<file path="config.mk">
export PLATFORM = sky130hd
export DESIGN_NAME = dual_timer_counter_unit
export DESIGN_NICKNAME = d
export VERILOG_FILES = /design/src/logic/timer_pkg.sv /design/src/logic/dual_timer_counter_unit.sv /design/src/logic/edge_sampler.sv
export VERILOG_INCLUDE_DIRS = /design/src /design/src/logic
export SDC_FILE = /design/constraint.sdc
export NUM_CORES = 1
export LEC_CHECK = 0
export BUFFER_PORTS_ARGS = -buffer_cell sky130_fd_sc_hd__buf_2
export CAP_MARGIN = 20
export CORE_MARGIN = 2
export CORE_UTILIZATION = 55
export DETAILED_ROUTE_END_ITERATION = 16
export GPL_TIMING_DRIVEN = 0
export HOLD_SLACK_MARGIN = 0.08
export PLACE_DENSITY = 0.88
export SLEW_MARGIN = 15
export SYNTH_ARGS = -nofsm -noshare
export SYNTH_HDL_FRONTEND = slang
export SYNTH_SLANG_ARGS = --single-unit
export TNS_END_PERCENT = 10
</file>
<file path="constraint.sdc">
create_clock -name clk -period 2.35 [get_ports clk]
set_input_delay 0.47 -clock clk [delete_from_list [all_inputs] [get_ports clk]]
set_output_delay 0.47 -clock clk [all_outputs]
set_load 0.1 [all_outputs]
</file>
<file path="src/logic/timer_map.svh">
// register addresses, field positions and timing counts of the dual timer/counter unit
`ifndef TIMER_MAP_SVH
`define TIMER_MAP_SVH

`define ADDR_POWER_CONTROL    8'h87
`define ADDR_TIMER_CONTROL    8'h88
`define ADDR_TIMER_MODE       8'h89
`define ADDR_COUNT_LOW_ZERO   8'h8A
`define ADDR_COUNT_LOW_ONE    8'h8B
`define ADDR_COUNT_HIGH_ZERO  8'h8C
`define ADDR_COUNT_HIGH_ONE   8'h8D

`define TIMER_CONTROL_REGISTER_OVF_ONE          7
`define TIMER_CONTROL_REGISTER_RUN_ONE          6
`define TIMER_CONTROL_REGISTER_OVF_ZERO         5
`define TIMER_CONTROL_REGISTER_RUN_ZERO         4

`define TIMER_MODE_REGISTER_GATE_ONE         7
`define TIMER_MODE_REGISTER_CT_ONE           6
`define TIMER_MODE_REGISTER_MODE_ONE_LSB     4
`define TIMER_MODE_REGISTER_GATE_ZERO        3
`define TIMER_MODE_REGISTER_CT_ZERO          2
`define TIMER_MODE_REGISTER_MODE_ZERO_LSB    0

`define POWER_CONTROL_BAUD_DOUBLE      7
`define POWER_CONTROL_STOP             1
`define POWER_CONTROL_IDLE             0

`define RESET_BYTE            8'h00
`define CLK_PERIOD_NS         10
`define MACHINE_CYCLE_CLKS    12

`endif

</file>
<file path="src/logic/timer_pkg.sv">
// types shared by the dual timer/counter unit
package timer_pkg;

  // mode select field encodings
  typedef enum logic [1:0] {
    mode_13bit  = 2'h0,
    mode_16bit  = 2'h1,
    mode_reload = 2'h2,
    mode_split  = 2'h3
  } mode_t;

endpackage : timer_pkg

</file>
<file path="src/logic/dual_timer_counter_unit.sv">
// two 16-bit timer/counters with mode, control and power control registers
//
// Overview of operation
// - two independent 16-bit timer/counters, each split into low and high bytes
// - timing mode advances the count once per machine cycle of 12 clocks
// - counting mode advances the count on each falling edge of the count input
// - edge recognition takes two machine cycles, limiting input rate to one 24th of the clock
// - run bit 6 starts unit one, run bit 4 starts unit zero
// - mode 00 is 13-bit with low byte top three bits zero; mode 01 is 16-bit
// - mode 10 counts low byte and reloads it from high byte on overflow
// - unit one in mode 11 stops counting
// - unit zero in mode 11 runs low and high bytes as two 8-bit counters
// - in split mode low byte follows run zero and gate, sets flag zero
// - in split mode high byte follows run one and sets flag one
// - stop bit halts both units until an external interrupt arrives
// - idle bit holds program fetch until an internal interrupt such as overflow
// - with gate clear, counter/timer select 1 counts external edges, 0 counts machine cycles
// - gate set counts falling edges of the gate source while run is set
// - overflow sets the flag; software or interrupt service clears it
// - mode of unit one sits in bits 5:4, unit zero in bits 1:0
`include "timer_map.svh"

module dual_timer_counter_unit (
  // clock and reset
  input  wire logic       clk,
  input  wire logic       rst,
  // special function register port
  input  wire logic [7:0] sfr_addr,
  input  wire logic       sfr_wr,
  input  wire logic       sfr_rd,
  input  wire logic [7:0] sfr_wdata,
  output logic      [7:0] sfr_rdata,
  // external count and gate sources
  input  wire logic       count_input_zero,
  input  wire logic       count_input_one,
  input  wire logic       gate_source_zero,
  input  wire logic       gate_source_one,
  // interrupt side
  input  wire logic       ext_int_wake,
  input  wire logic       int_ack_zero,
  input  wire logic       int_ack_one,
  output logic            overflow_flag_zero,
  output logic            overflow_flag_one,
  // power control
  output logic            program_fetch_hold,
  output logic            peripheral_stop
);

  // register state
  logic [7:0] timer_mode_register_q, timer_mode_register_d;
  logic       run0_q, run0_d, run1_q, run1_d;
  logic       ovf0_q, ovf0_d, ovf1_q, ovf1_d;
  logic       baud_q, baud_d, stop_q, stop_d, idle_q, idle_d;
  logic [7:0] tl0_q, tl0_d, th0_q, th0_d, tl1_q, tl1_d, th1_q, th1_d;
  logic [7:0] rdata_q, rdata_d;
  logic [3:0] div_q, div_d;

  // decoded controls
  timer_pkg::mode_t mode0, mode1;
  logic       gate0, gate1, ct0, ct1;
  logic       mc_en;
  logic [3:0] fall;
  logic       tick0, tick1, tick_hi0;
  logic       wr_cnt;
  logic       set0, set1;
  logic [15:0] cnt0, cnt1;
  logic       trim0, trim1;

  assign mode0 = timer_pkg::mode_t'(timer_mode_register_q[`TIMER_MODE_REGISTER_MODE_ZERO_LSB +: 2]);
  assign mode1 = timer_pkg::mode_t'(timer_mode_register_q[`TIMER_MODE_REGISTER_MODE_ONE_LSB +: 2]);
  assign gate0 = timer_mode_register_q[`TIMER_MODE_REGISTER_GATE_ZERO];
  assign gate1 = timer_mode_register_q[`TIMER_MODE_REGISTER_GATE_ONE];
  assign ct0   = timer_mode_register_q[`TIMER_MODE_REGISTER_CT_ZERO];
  assign ct1   = timer_mode_register_q[`TIMER_MODE_REGISTER_CT_ONE];
  assign cnt0  = {th0_q, tl0_q};
  assign cnt1  = {th1_q, tl1_q};

  // entering 13-bit mode clears stale top bits, which moves a count without a step
  assign trim0 = (mode0 == timer_pkg::mode_13bit) && (tl0_q[7:5] != 3'h0);
  assign trim1 = (mode1 == timer_pkg::mode_13bit) && (tl1_q[7:5] != 3'h0);

  // one step of a unit: returns {overflow, high, low}
  function automatic logic [16:0] advance(input timer_pkg::mode_t m, input logic [15:0] v);
    logic [13:0] s13;
    logic [16:0] s16;
    logic [8:0]  s8;
    s13 = {1'b0, v[15:8], v[4:0]} + 14'h1;
    s16 = {1'b0, v} + 17'h1;
    s8  = {1'b0, v[7:0]} + 9'h1;
    case (m)
      timer_pkg::mode_13bit:  advance = {s13[13], s13[12:5], 3'h0, s13[4:0]};
      timer_pkg::mode_16bit:  advance = s16;
      timer_pkg::mode_reload: advance = {s8[8], v[15:8], s8[8] ? v[15:8] : s8[7:0]};
      default:                advance = {s8[8], v[15:8], s8[7:0]};
    endcase
  endfunction : advance

  // input sampling: count inputs on bits 1:0, gate sources on bits 3:2
  edge_sampler #(
    .WIDTH (4)
  ) u_edges (
    .clk        (clk),
    .rst        (rst),
    .sample_en  (mc_en),
    .pin_in     ({gate_source_one, gate_source_zero, count_input_one, count_input_zero}),
    .fall_pulse (fall)
  );

  // machine cycle divider, frozen while stopped
  always_comb begin
    div_d = div_q;
    if (!stop_q) begin
      div_d = (div_q == 4'(`MACHINE_CYCLE_CLKS - 1)) ? 4'h0 : div_q + 4'h1;
    end
  end
  assign mc_en = !stop_q && (div_q == 4'(`MACHINE_CYCLE_CLKS - 1));

  // step sources per unit
  always_comb begin
    tick0 = run0_q && (gate0 ? fall[2] : (ct0 ? fall[0] : mc_en));
    tick1 = run1_q && (mode1 != timer_pkg::mode_split)
         && (gate1 ? fall[3] : (ct1 ? fall[1] : mc_en));
    tick_hi0 = (mode0 == timer_pkg::mode_split) && run1_q && mc_en;
  end

  assign wr_cnt = sfr_wr && (sfr_addr >= `ADDR_COUNT_LOW_ZERO) && (sfr_addr <= `ADDR_COUNT_HIGH_ONE);

  // counting, overflow flags and register writes
  always_comb begin
    logic [16:0] n0;
    logic [16:0] n1;
    logic [8:0]  h0;
    n0 = advance(mode0, cnt0);
    n1 = advance(mode1, cnt1);
    h0 = {1'b0, th0_q} + 9'h1;
    tl0_d = tl0_q;
    th0_d = th0_q;
    tl1_d = tl1_q;
    th1_d = th1_q;
    set0 = 1'b0;
    set1 = 1'b0;
    if (tick0) begin
      tl0_d = n0[7:0];
      set0  = n0[16];
      if (mode0 != timer_pkg::mode_split) begin
        th0_d = n0[15:8];
      end
    end
    if (tick_hi0) begin
      th0_d = h0[7:0];
      set1  = h0[8];
    end
    if (tick1) begin
      {th1_d, tl1_d} = n1[15:0];
      // in split mode flag one belongs to the high byte of unit zero
      if (mode0 != timer_pkg::mode_split) begin
        set1 = n1[16];
      end
    end
    // software write overrides a step in the same cycle
    if (sfr_wr) begin
      case (sfr_addr)
        `ADDR_COUNT_LOW_ZERO:  tl0_d = sfr_wdata;
        `ADDR_COUNT_LOW_ONE:   tl1_d = sfr_wdata;
        `ADDR_COUNT_HIGH_ZERO: th0_d = sfr_wdata;
        `ADDR_COUNT_HIGH_ONE:  th1_d = sfr_wdata;
        default: ;
      endcase
    end
    // 13-bit mode keeps the unused low byte bits at zero
    if (mode0 == timer_pkg::mode_13bit) begin
      tl0_d[7:5] = 3'h0;
    end
    if (mode1 == timer_pkg::mode_13bit) begin
      tl1_d[7:5] = 3'h0;
    end
  end

  // control, mode and power registers
  always_comb begin
    timer_mode_register_d = timer_mode_register_q;
    run0_d = run0_q;
    run1_d = run1_q;
    ovf0_d = ovf0_q && !int_ack_zero;
    ovf1_d = ovf1_q && !int_ack_one;
    baud_d = baud_q;
    stop_d = stop_q;
    idle_d = idle_q;
    if (sfr_wr) begin
      case (sfr_addr)
        `ADDR_TIMER_MODE: timer_mode_register_d = sfr_wdata;
        `ADDR_TIMER_CONTROL: begin
          run1_d = sfr_wdata[`TIMER_CONTROL_REGISTER_RUN_ONE];
          run0_d = sfr_wdata[`TIMER_CONTROL_REGISTER_RUN_ZERO];
          ovf1_d = ovf1_d && sfr_wdata[`TIMER_CONTROL_REGISTER_OVF_ONE];
          ovf0_d = ovf0_d && sfr_wdata[`TIMER_CONTROL_REGISTER_OVF_ZERO];
        end
        `ADDR_POWER_CONTROL: begin
          baud_d = sfr_wdata[`POWER_CONTROL_BAUD_DOUBLE];
          stop_d = sfr_wdata[`POWER_CONTROL_STOP];
          idle_d = sfr_wdata[`POWER_CONTROL_IDLE];
        end
        default: ;
      endcase
    end
    // a hardware set wins over any clear in the same cycle
    ovf0_d = ovf0_d || set0;
    ovf1_d = ovf1_d || set1;
    if (ext_int_wake) begin
      stop_d = 1'b0;
    end
    if (set0 || set1) begin
      idle_d = 1'b0;
    end
  end

  // registered read data, unmapped addresses read zero
  always_comb begin
    rdata_d = rdata_q;
    if (sfr_rd) begin
      case (sfr_addr)
        `ADDR_POWER_CONTROL:   rdata_d = {baud_q, 5'h00, stop_q, idle_q};
        `ADDR_TIMER_CONTROL:   rdata_d = {ovf1_q, run1_q, ovf0_q, run0_q, 4'h0};
        `ADDR_TIMER_MODE:      rdata_d = timer_mode_register_q;
        `ADDR_COUNT_LOW_ZERO:  rdata_d = tl0_q;
        `ADDR_COUNT_LOW_ONE:   rdata_d = tl1_q;
        `ADDR_COUNT_HIGH_ZERO: rdata_d = th0_q;
        `ADDR_COUNT_HIGH_ONE:  rdata_d = th1_q;
        default:               rdata_d = 8'h00;
      endcase
    end
  end

  always_ff @(posedge clk or posedge rst) begin
    if (rst) begin
      timer_mode_register_q  <= `RESET_BYTE;
      run0_q  <= 1'b0;
      run1_q  <= 1'b0;
      ovf0_q  <= 1'b0;
      ovf1_q  <= 1'b0;
      baud_q  <= 1'b0;
      stop_q  <= 1'b0;
      idle_q  <= 1'b0;
      tl0_q   <= `RESET_BYTE;
      th0_q   <= `RESET_BYTE;
      tl1_q   <= `RESET_BYTE;
      th1_q   <= `RESET_BYTE;
      rdata_q <= `RESET_BYTE;
      div_q   <= 4'h0;
    end else begin
      timer_mode_register_q  <= timer_mode_register_d;
      run0_q  <= run0_d;
      run1_q  <= run1_d;
      ovf0_q  <= ovf0_d;
      ovf1_q  <= ovf1_d;
      baud_q  <= baud_d;
      stop_q  <= stop_d;
      idle_q  <= idle_d;
      tl0_q   <= tl0_d;
      th0_q   <= th0_d;
      tl1_q   <= tl1_d;
      th1_q   <= th1_d;
      rdata_q <= rdata_d;
      div_q   <= div_d;
    end
  end

  assign sfr_rdata          = rdata_q;
  assign overflow_flag_zero = ovf0_q;
  assign overflow_flag_one  = ovf1_q;
  assign program_fetch_hold = idle_q || stop_q;
  assign peripheral_stop    = stop_q;
endmodule : dual_timer_counter_unit

</file>
<file path="src/logic/edge_sampler.sv">
// synchronises external inputs and flags falling edges seen across machine cycles
module edge_sampler #(
  parameter int WIDTH = 4
) (
  // clock and reset
  input  wire logic             clk,
  input  wire logic             rst,
  // machine cycle strobe
  input  wire logic             sample_en,
  // asynchronous pins and edge pulses
  input  wire logic [WIDTH-1:0] pin_in,
  output logic      [WIDTH-1:0] fall_pulse
);

  logic [WIDTH-1:0] sync1_q;
  logic [WIDTH-1:0] sync2_q;
  logic [WIDTH-1:0] level_q;
  logic [WIDTH-1:0] level_d;

  // level is sampled once per machine cycle, so an edge needs two of them
  always_comb begin
    level_d = sample_en ? sync2_q : level_q;
  end

  always_ff @(posedge clk or posedge rst) begin
    if (rst) begin
      sync1_q <= '1;
      sync2_q <= '1;
      level_q <= '1;
    end else begin
      sync1_q <= pin_in;
      sync2_q <= sync1_q;
      level_q <= level_d;
    end
  end

  // high at previous sample, low now
  assign fall_pulse = {WIDTH{sample_en}} & level_q & ~sync2_q;

endmodule : edge_sampler

</file>
Word-level counts from Yosys, hierarchy flattened
Cells that the tools add are included.

storage, ports and cells
  flip-flop bits (word level) = 71
  input port bits = 27
  output and inout bits = 12
  word-level logic and storage cells = 111

operators by class
  add/subtract/negate cells = 8
  eq/ne operators = 15
  multiplexer cells = 40
  bitwise operators = 3
  reduce and logical (&&, ||, !) cells = 28

operators by type and width
  cell                   count
  $mux 8                 16
  $pmux 17 s3            2
  $eq 8x8->1 const B     7
  $pmux 8 s7             1
  $add 16x1->17 const B  2
  $add 13x1->14 const B  2
  $add 8x1->9 const B    3
  $mux 1                 18
  $logic_and 1x1->1      10
  $reduce_and 2->1       5
  $and 4x4->4            2
  $reduce_bool 2->1      4
  $eq 2x2->1 const B     3
  $mux 3                 2
  $add 4x1->4 const B    1
  $eq 2x1->1 const B     2
  $eq 4x4->1 const B     1
  $logic_not 2->1        2
  $logic_or 1x1->1       4
  $mux 4                 1
  $ne 2x2->1 const B     2
  $not 4->4              1
  $logic_not 1->1        3

Depth between registers and ports, before layout
  word-level depth = 11
  mapped depth = 9
  mapped depth without buffers = 7

Modules after synthesis
From an unflattened synthesis, not the netlist that was laid out.

unflattened totals
  cells, all modules = 547
  area, all modules = 4787.1 um^2

by module, submodules not included
  module                   times used  cells an instance  area each (um^2)  seq. area each (um^2)
  dual_timer_counter_unit  1           525                4356.7            1476.4
  edge_sampler             1           22                 430.4             315.3

Worst setup path after synthesis
Ideal clock, no wire load.

  path type = reg-to-reg
  start point = reg stop_q, in the netlist peripheral_stop
  end point = reg th0_q[1]
  setup time = 126 ps
  data arrival time = 2445 ps
  path slack = -221 ps
  cell stages (with the launch flop) = 8
  path buffers = 1
  cell sequence = dfrtp_1 -> buf_2 -> nor2b_1 -> nand3_1 -> a2111oi_1 -> nand2_1 -> xnor2_1 -> a221o_1

on the way
  word-level cells in the longest chain between the ends = 11
  elaborated cells on any way between the ends = 12
  those cells by class = mux: 6; bitwise: 2; reduce/logical: 4

ends and longest elaborated chain
  item                      RTL line                        source
  start: declaration        dual_timer_counter_unit.sv:53   logic baud_q, baud_d, stop_q, stop_d, idle_q, idle_d;
  start signal: assignment  dual_timer_counter_unit.sv:257  stop_q <= stop_d;
  $logic_not 1->1 *         dual_timer_counter_unit.sv:116  assign mc_en = !stop_q && (div_q == 4'(`MACHINE_CYCLE_CLKS - 1));
  $logic_and 1x1->1 *       dual_timer_counter_unit.sv:116
  $and 4x4->4 (2 in a row)  edge_sampler.sv:38              assign fall_pulse = {WIDTH{sample_en}} & level_q & ~sync2_q;
  $mux 1 (2 in a row)       dual_timer_counter_unit.sv:120  tick0 = run0_q && (gate0 ? fall[2] : (ct0 ? fall[0] : mc_en));
  $logic_and 1x1->1         dual_timer_counter_unit.sv:120
  $mux 8                    dual_timer_counter_unit.sv:142  if (tick0) begin
  $mux 8 *                  dual_timer_counter_unit.sv:149  if (tick_hi0) begin
  $mux 8                    dual_timer_counter_unit.sv:162  case (sfr_addr)
  $mux 8 *                  dual_timer_counter_unit.sv:161  if (sfr_wr) begin
  via th0_d[1]              dual_timer_counter_unit.sv:54   logic [7:0] tl0_q, tl0_d, th0_q, th0_d, tl1_q, tl1_d, th1_q, th1_d;
  end signal: assignment    dual_timer_counter_unit.sv:245  th0_q <= `RESET_BYTE;
  end signal: assignment    dual_timer_counter_unit.sv:260  th0_q <= th0_d;
  end: declaration          dual_timer_counter_unit.sv:54

The timed path passes the listed nets; every way through them passes the cells marked *.
A chain may end at the register's enable or synchronous reset.

Worst setup path in the final report
  start point = reg tl0_q[0]
  end point = reg th0_q[1]

on the way
  word-level cells in the longest chain between the ends = 7
  elaborated cells on any way between the ends = 8
  those cells by class = add/sub: 2; mux: 6

ends and longest elaborated chain
  item                                            RTL line                                                      source
  start: declaration                              dual_timer_counter_unit.sv:54
  start signal: assignment                        dual_timer_counter_unit.sv:244                                tl0_q <= `RESET_BYTE;
  start signal: assignment                        dual_timer_counter_unit.sv:259                                tl0_q <= tl0_d;
  $add 16x1->17 or $add 13x1->14 (tied branches)  dual_timer_counter_unit.sv:88, dual_timer_counter_unit.sv:87
  $pmux 17 s3 *                                   dual_timer_counter_unit.sv:90                                 case (m)
  $mux 8 *                                        dual_timer_counter_unit.sv:145                                if (mode0 != timer_pkg::mode_split) begin
  $mux 8 *                                        dual_timer_counter_unit.sv:142
  $mux 8 *                                        dual_timer_counter_unit.sv:149
  $mux 8                                          dual_timer_counter_unit.sv:162
  $mux 8 *                                        dual_timer_counter_unit.sv:161
  via th0_d[1]                                    dual_timer_counter_unit.sv:54

Marks and branches as above.

==> key figures <==
Worst setup path
  – Crit path arrival time: approximately 2.5 ns
  – Worst-path cell chain: ha_2, and4_2, nand2b_1, a2111oi_4, nand2_1, xnor2_1, a221o_1
  – Worst Path Buf+Inv: 0
  – WS Path Type: reg -> reg
  – Slowest-stage cell, CP: dfrtp_2
  – Delay-heaviest family, CP: compound AO/OA/AOI/OAI gates
  – Crit-path max FO: 7
  – Worst endpoint required time: between 2 and 3 ns
  – Critical path startpoint category: flip-flop
  – Critical path endpoint category: flip-flop
  – Crit path largest cell delay: around 0.45 ns

Logic synthesis
  – Sequential share of the synthesized area: 39.1%
  – Post-synthesis async set-or-reset flop share: 100%
  – Post-synth EDFFs: 0
  – Unique masters post-synth: ~70
  – Synthesis-stage register bit count: 71
  – Ys flop type: dfrtp_1
  – Yosys Warn Count: 0
  – Mapped Area: roughly 4600 sq um
  – Synth area leaders: dfrtp_1 (32%), dfstp_2 (6.9%), nand2_1 (4.5%), a21oi_1 (3.9%), nor2_1 (3.8%)
  – Top cell type's share of synthesized area: between 30% and 40%
  – Area leader, netlist: dfrtp_1
  – Synthesized instance count: roughly 530
  – Mean post-synth cell area: approximately 8.7 sq um
  – Syn nets: 560

Timing
  – RSZ-0062 raised after global routing: true
  – Setup-failing EPs final: 0
  – Fmax: between 0.4 and 0.5 GHz
  – Worst rel slew slack: between 40% and 50%
  – Worst-margin pin slew: roughly 0.8 ns
  – Final period utilization: a little over nine tenths
  – Worst Clk Skew: a little under 0.008 ns
  – Final hold viol count: 0
  – Final slew viol count: 0
  – Minimum clock period: 2.26 ns

Placed design
  – Dpl cells: roughly 670
  – Gp weighted congestion: ~0.98
  – PortBufs: 36
  – Post-DP HPWL: between 10000 and 15000 microns

Clocking
  – H-tree depth: 3
  – Worst-Skew Late Latency: around 0.36 ns
  – CTS Root Cell: clkbuf_8
  – CTS Buffer Depth: 2
  – TritonCTS Buffers: 9
  – Clock-pin slew on the worst setup and hold paths: roughly 0.080 ns
  – CTS Hold Bufs: 0
  – CTS sink cnt: around 70
  – CTS tree: built

Drt
  – Post-DRT Antenna Nets: 0
  – Via density: 6.83
  – Vias: ~4700
  – # DRC: 0
  – WL final: 14400 microns
  – Drt wl/cell: 20.8 microns
  – Initial DRC count: between 600 and 700
  – Pre-antenna DRT Iters: 5

Global routing
  – Number of global-route vias before repair: around 4400
  – GR Overflow Total: 0
  – Initial antenna violation count: 0
  – Total GRT Usage: 33.6%
  – Pin count of the biggest net entering global routing: 33
  – First-pass GRT wire length: 22700 microns

Finish
  – Final core occ: approximately 65%
  – Antenna cells: 0
  – Final Non-Filler Cells: roughly 690
  – Nets: 610
  – Synthesis-to-finish area growth: 14.8%
  – Share of cells above drive strength 1: between 20% and 30%
  – Fillers: roughly 670

Pwr
  – Pwr dens: just over 600 nW/um^2
  – Power, Total: ~3.2 mW
  – Maximum VDD drop: around 0.45 mV
  – LEAKAGE: about 2.1 nW

Floorplanning
  – Die height: between 90 and 100 microns
  – Die area: around 9100 sq um
  – # IOs: 39
  – Core Rows: 33
  – Core area: around 8100 sq um
  – Die width: between 90 and 100 microns
  – Starting Density: a little under three fifths

Min path
  – Hold Crit Class: in -> reg

Job
  – Max-cap check violation count: 0

Run status
  – Status: completed
[metal layers]
| layer | vias up | GRT usage, % | routed length, microns | part of all wire, % |
|---|---|---|---|---|
| li1 | 2065 | - | - | - |
| met5 | - | 0 | 0 | 0 |
| met1 | 2220 | 44.5 | 5770 | 40 |
| met2 | 335 | 49.8 | 6250 | 44 |
| met3 | 84 | 9.41 | 1520 | 11 |
| met4 | 0 | 18.2 | 817 | 5.7 |
[power by group]
part	total (mW)	internal, mW	switching [mW]
clock network	1.03	0.524	0.501
logic	0.638	0.266	0.372
registers	1.53	1.38	0.158
[what timing repair did]
action / CTS / global route
buffers inserted: 0 / 2
setup endpoints to repair: 8 / 33
pin swaps: 0 / 1
gates resized for setup: 6 / 20
[through the flow]
| stage | setup TNS (ns) | hold WS, ns | area [sq um] | setup WS (ns) |
|---|---|---|---|---|
| final | 0 | 0.199 | 5270 | 0.0877 |
| after global routing | -0.163 | 0.177 | 5270 | -0.0550 |
| after CTS | -0.0126 | 0.188 | 5190 | -0.0126 |
| after detailed placement | -1.85 | 0.347 | 4960 | -0.304 |
| after global placement | -1.41 | 0.346 | 4900 | -0.263 |
| after floorplan | -0.0158 | 0.345 | 4590 | -0.0158 |
[cells in the mapped netlist (3+ instances only)]
cell and number:
mux2_2 12, a21o_1 4, or3_1 5, a211oi_1 6, nor2b_1 9, clkbuf_1 21
o31ai_1 3, nand4_1 7, nor3_1 13, nor2_1 46, nand2_1 55, and3_1 12
mux2i_1 5, a21oi_1 36, ha_1 4, a221oi_1 8, inv_1 17, mux4_2 3
o21ai_1 3, a22oi_1 6, buf_2 10, a31oi_1 10, or2_2 4, nand2b_1 8
o22ai_1 11, o32ai_1 3, and4_1 3, a32o_1 3, a22o_1 5, dfstp_2 12
nand3_1 25, xor2_1 9, dfrtp_1 59, o21ai_0 33, and2_1 8, o21a_1 3
a32oi_1 3
[layout by cell type (no fill, tap or decap), types with 4 or more instances in the layout]
cell	count
nand2_1	55
dfrtp_1	54
nor2_1	44
buf_2	44
a21oi_1	36
o21ai_0	33
nand3_1	24
clkbuf_1	18
inv_1	16
mux2_2	12
dfstp_2	12
nor3_1	11
o22ai_1	11
and3_1	11
a31oi_1	10
clkbuf_8	10
nor2b_1	9
xor2_1	9
and2_1	8
nand2b_1	8
a221oi_1	8
nand4_1	7
a211oi_1	6
a22oi_1	6
mux2i_1	5
or3_1	5
a22o_1	5
buf_4	5
dfrtp_2	5
a21o_1	4
or2_2	4
[registers in the layout, summed over array words and instances (netlist names), 4 cells and up]
name	flops
div_q	4
sfr_rdata	8
th0_q	8
th1_q	8
timer_mode_register_q	8
tl0_q	8
tl1_q	8
u_edges.level_q	4
u_edges.sync1_q	4
u_edges.sync2_q	4
[final timing paths]
check                              startpoint                  to  slack, ns  depth (start not counted)
max                                  tl0_q[0]            th0_q[1]       0.09                          7
min                          count_input_zero  u_edges.sync1_q[0]       0.20                          1
max reg2reg                          tl0_q[0]            th0_q[1]       0.09                          7
min reg2reg                u_edges.sync1_q[2]  u_edges.sync2_q[2]       0.36                          0
max in group asynchronous                 rst            tl0_q[1]       1.39                          4
min in group asynchronous                 rst            tl1_q[6]       0.22                          2
[kinds of logic (layout without fill, tap and decap cells)]
logic type      after synthesis  after routing  synth area share, %
xor+xnor                     11             11                 2.10
mux                          21             21                 5.84
fa+ha+maj                     4              4                 1.09
flops                        71             71                 39.1
compound gates              162            162                 24.0
buf+inv                      51            106                 4.69
simple gates                209            209                 23.2
[worst register-to-register path: stages, from the launching register on]
cell	delay, ns
dfrtp_2	0.45
ha_2	0.26
and4_2	0.33
nand2b_1	0.13
a2111oi_4	0.40
nand2_1	0.12
xnor2_1	0.14
a221o_1	0.33
[area by class of cell]
type,count,area [sq um],share of cell area (%)
multi-input combinational,407,2660,50.5
sequential,71,1800,34.1
timing repair buffer,40,250,4.75
buffer,33,155,2.95
clock buffer,10,138,2.61
tap,105,131,2.50
clock inverter,6,68.8,1.31
inverter,17,67.6,1.28
No activity file was read; power rests on OpenSTA's default activity.
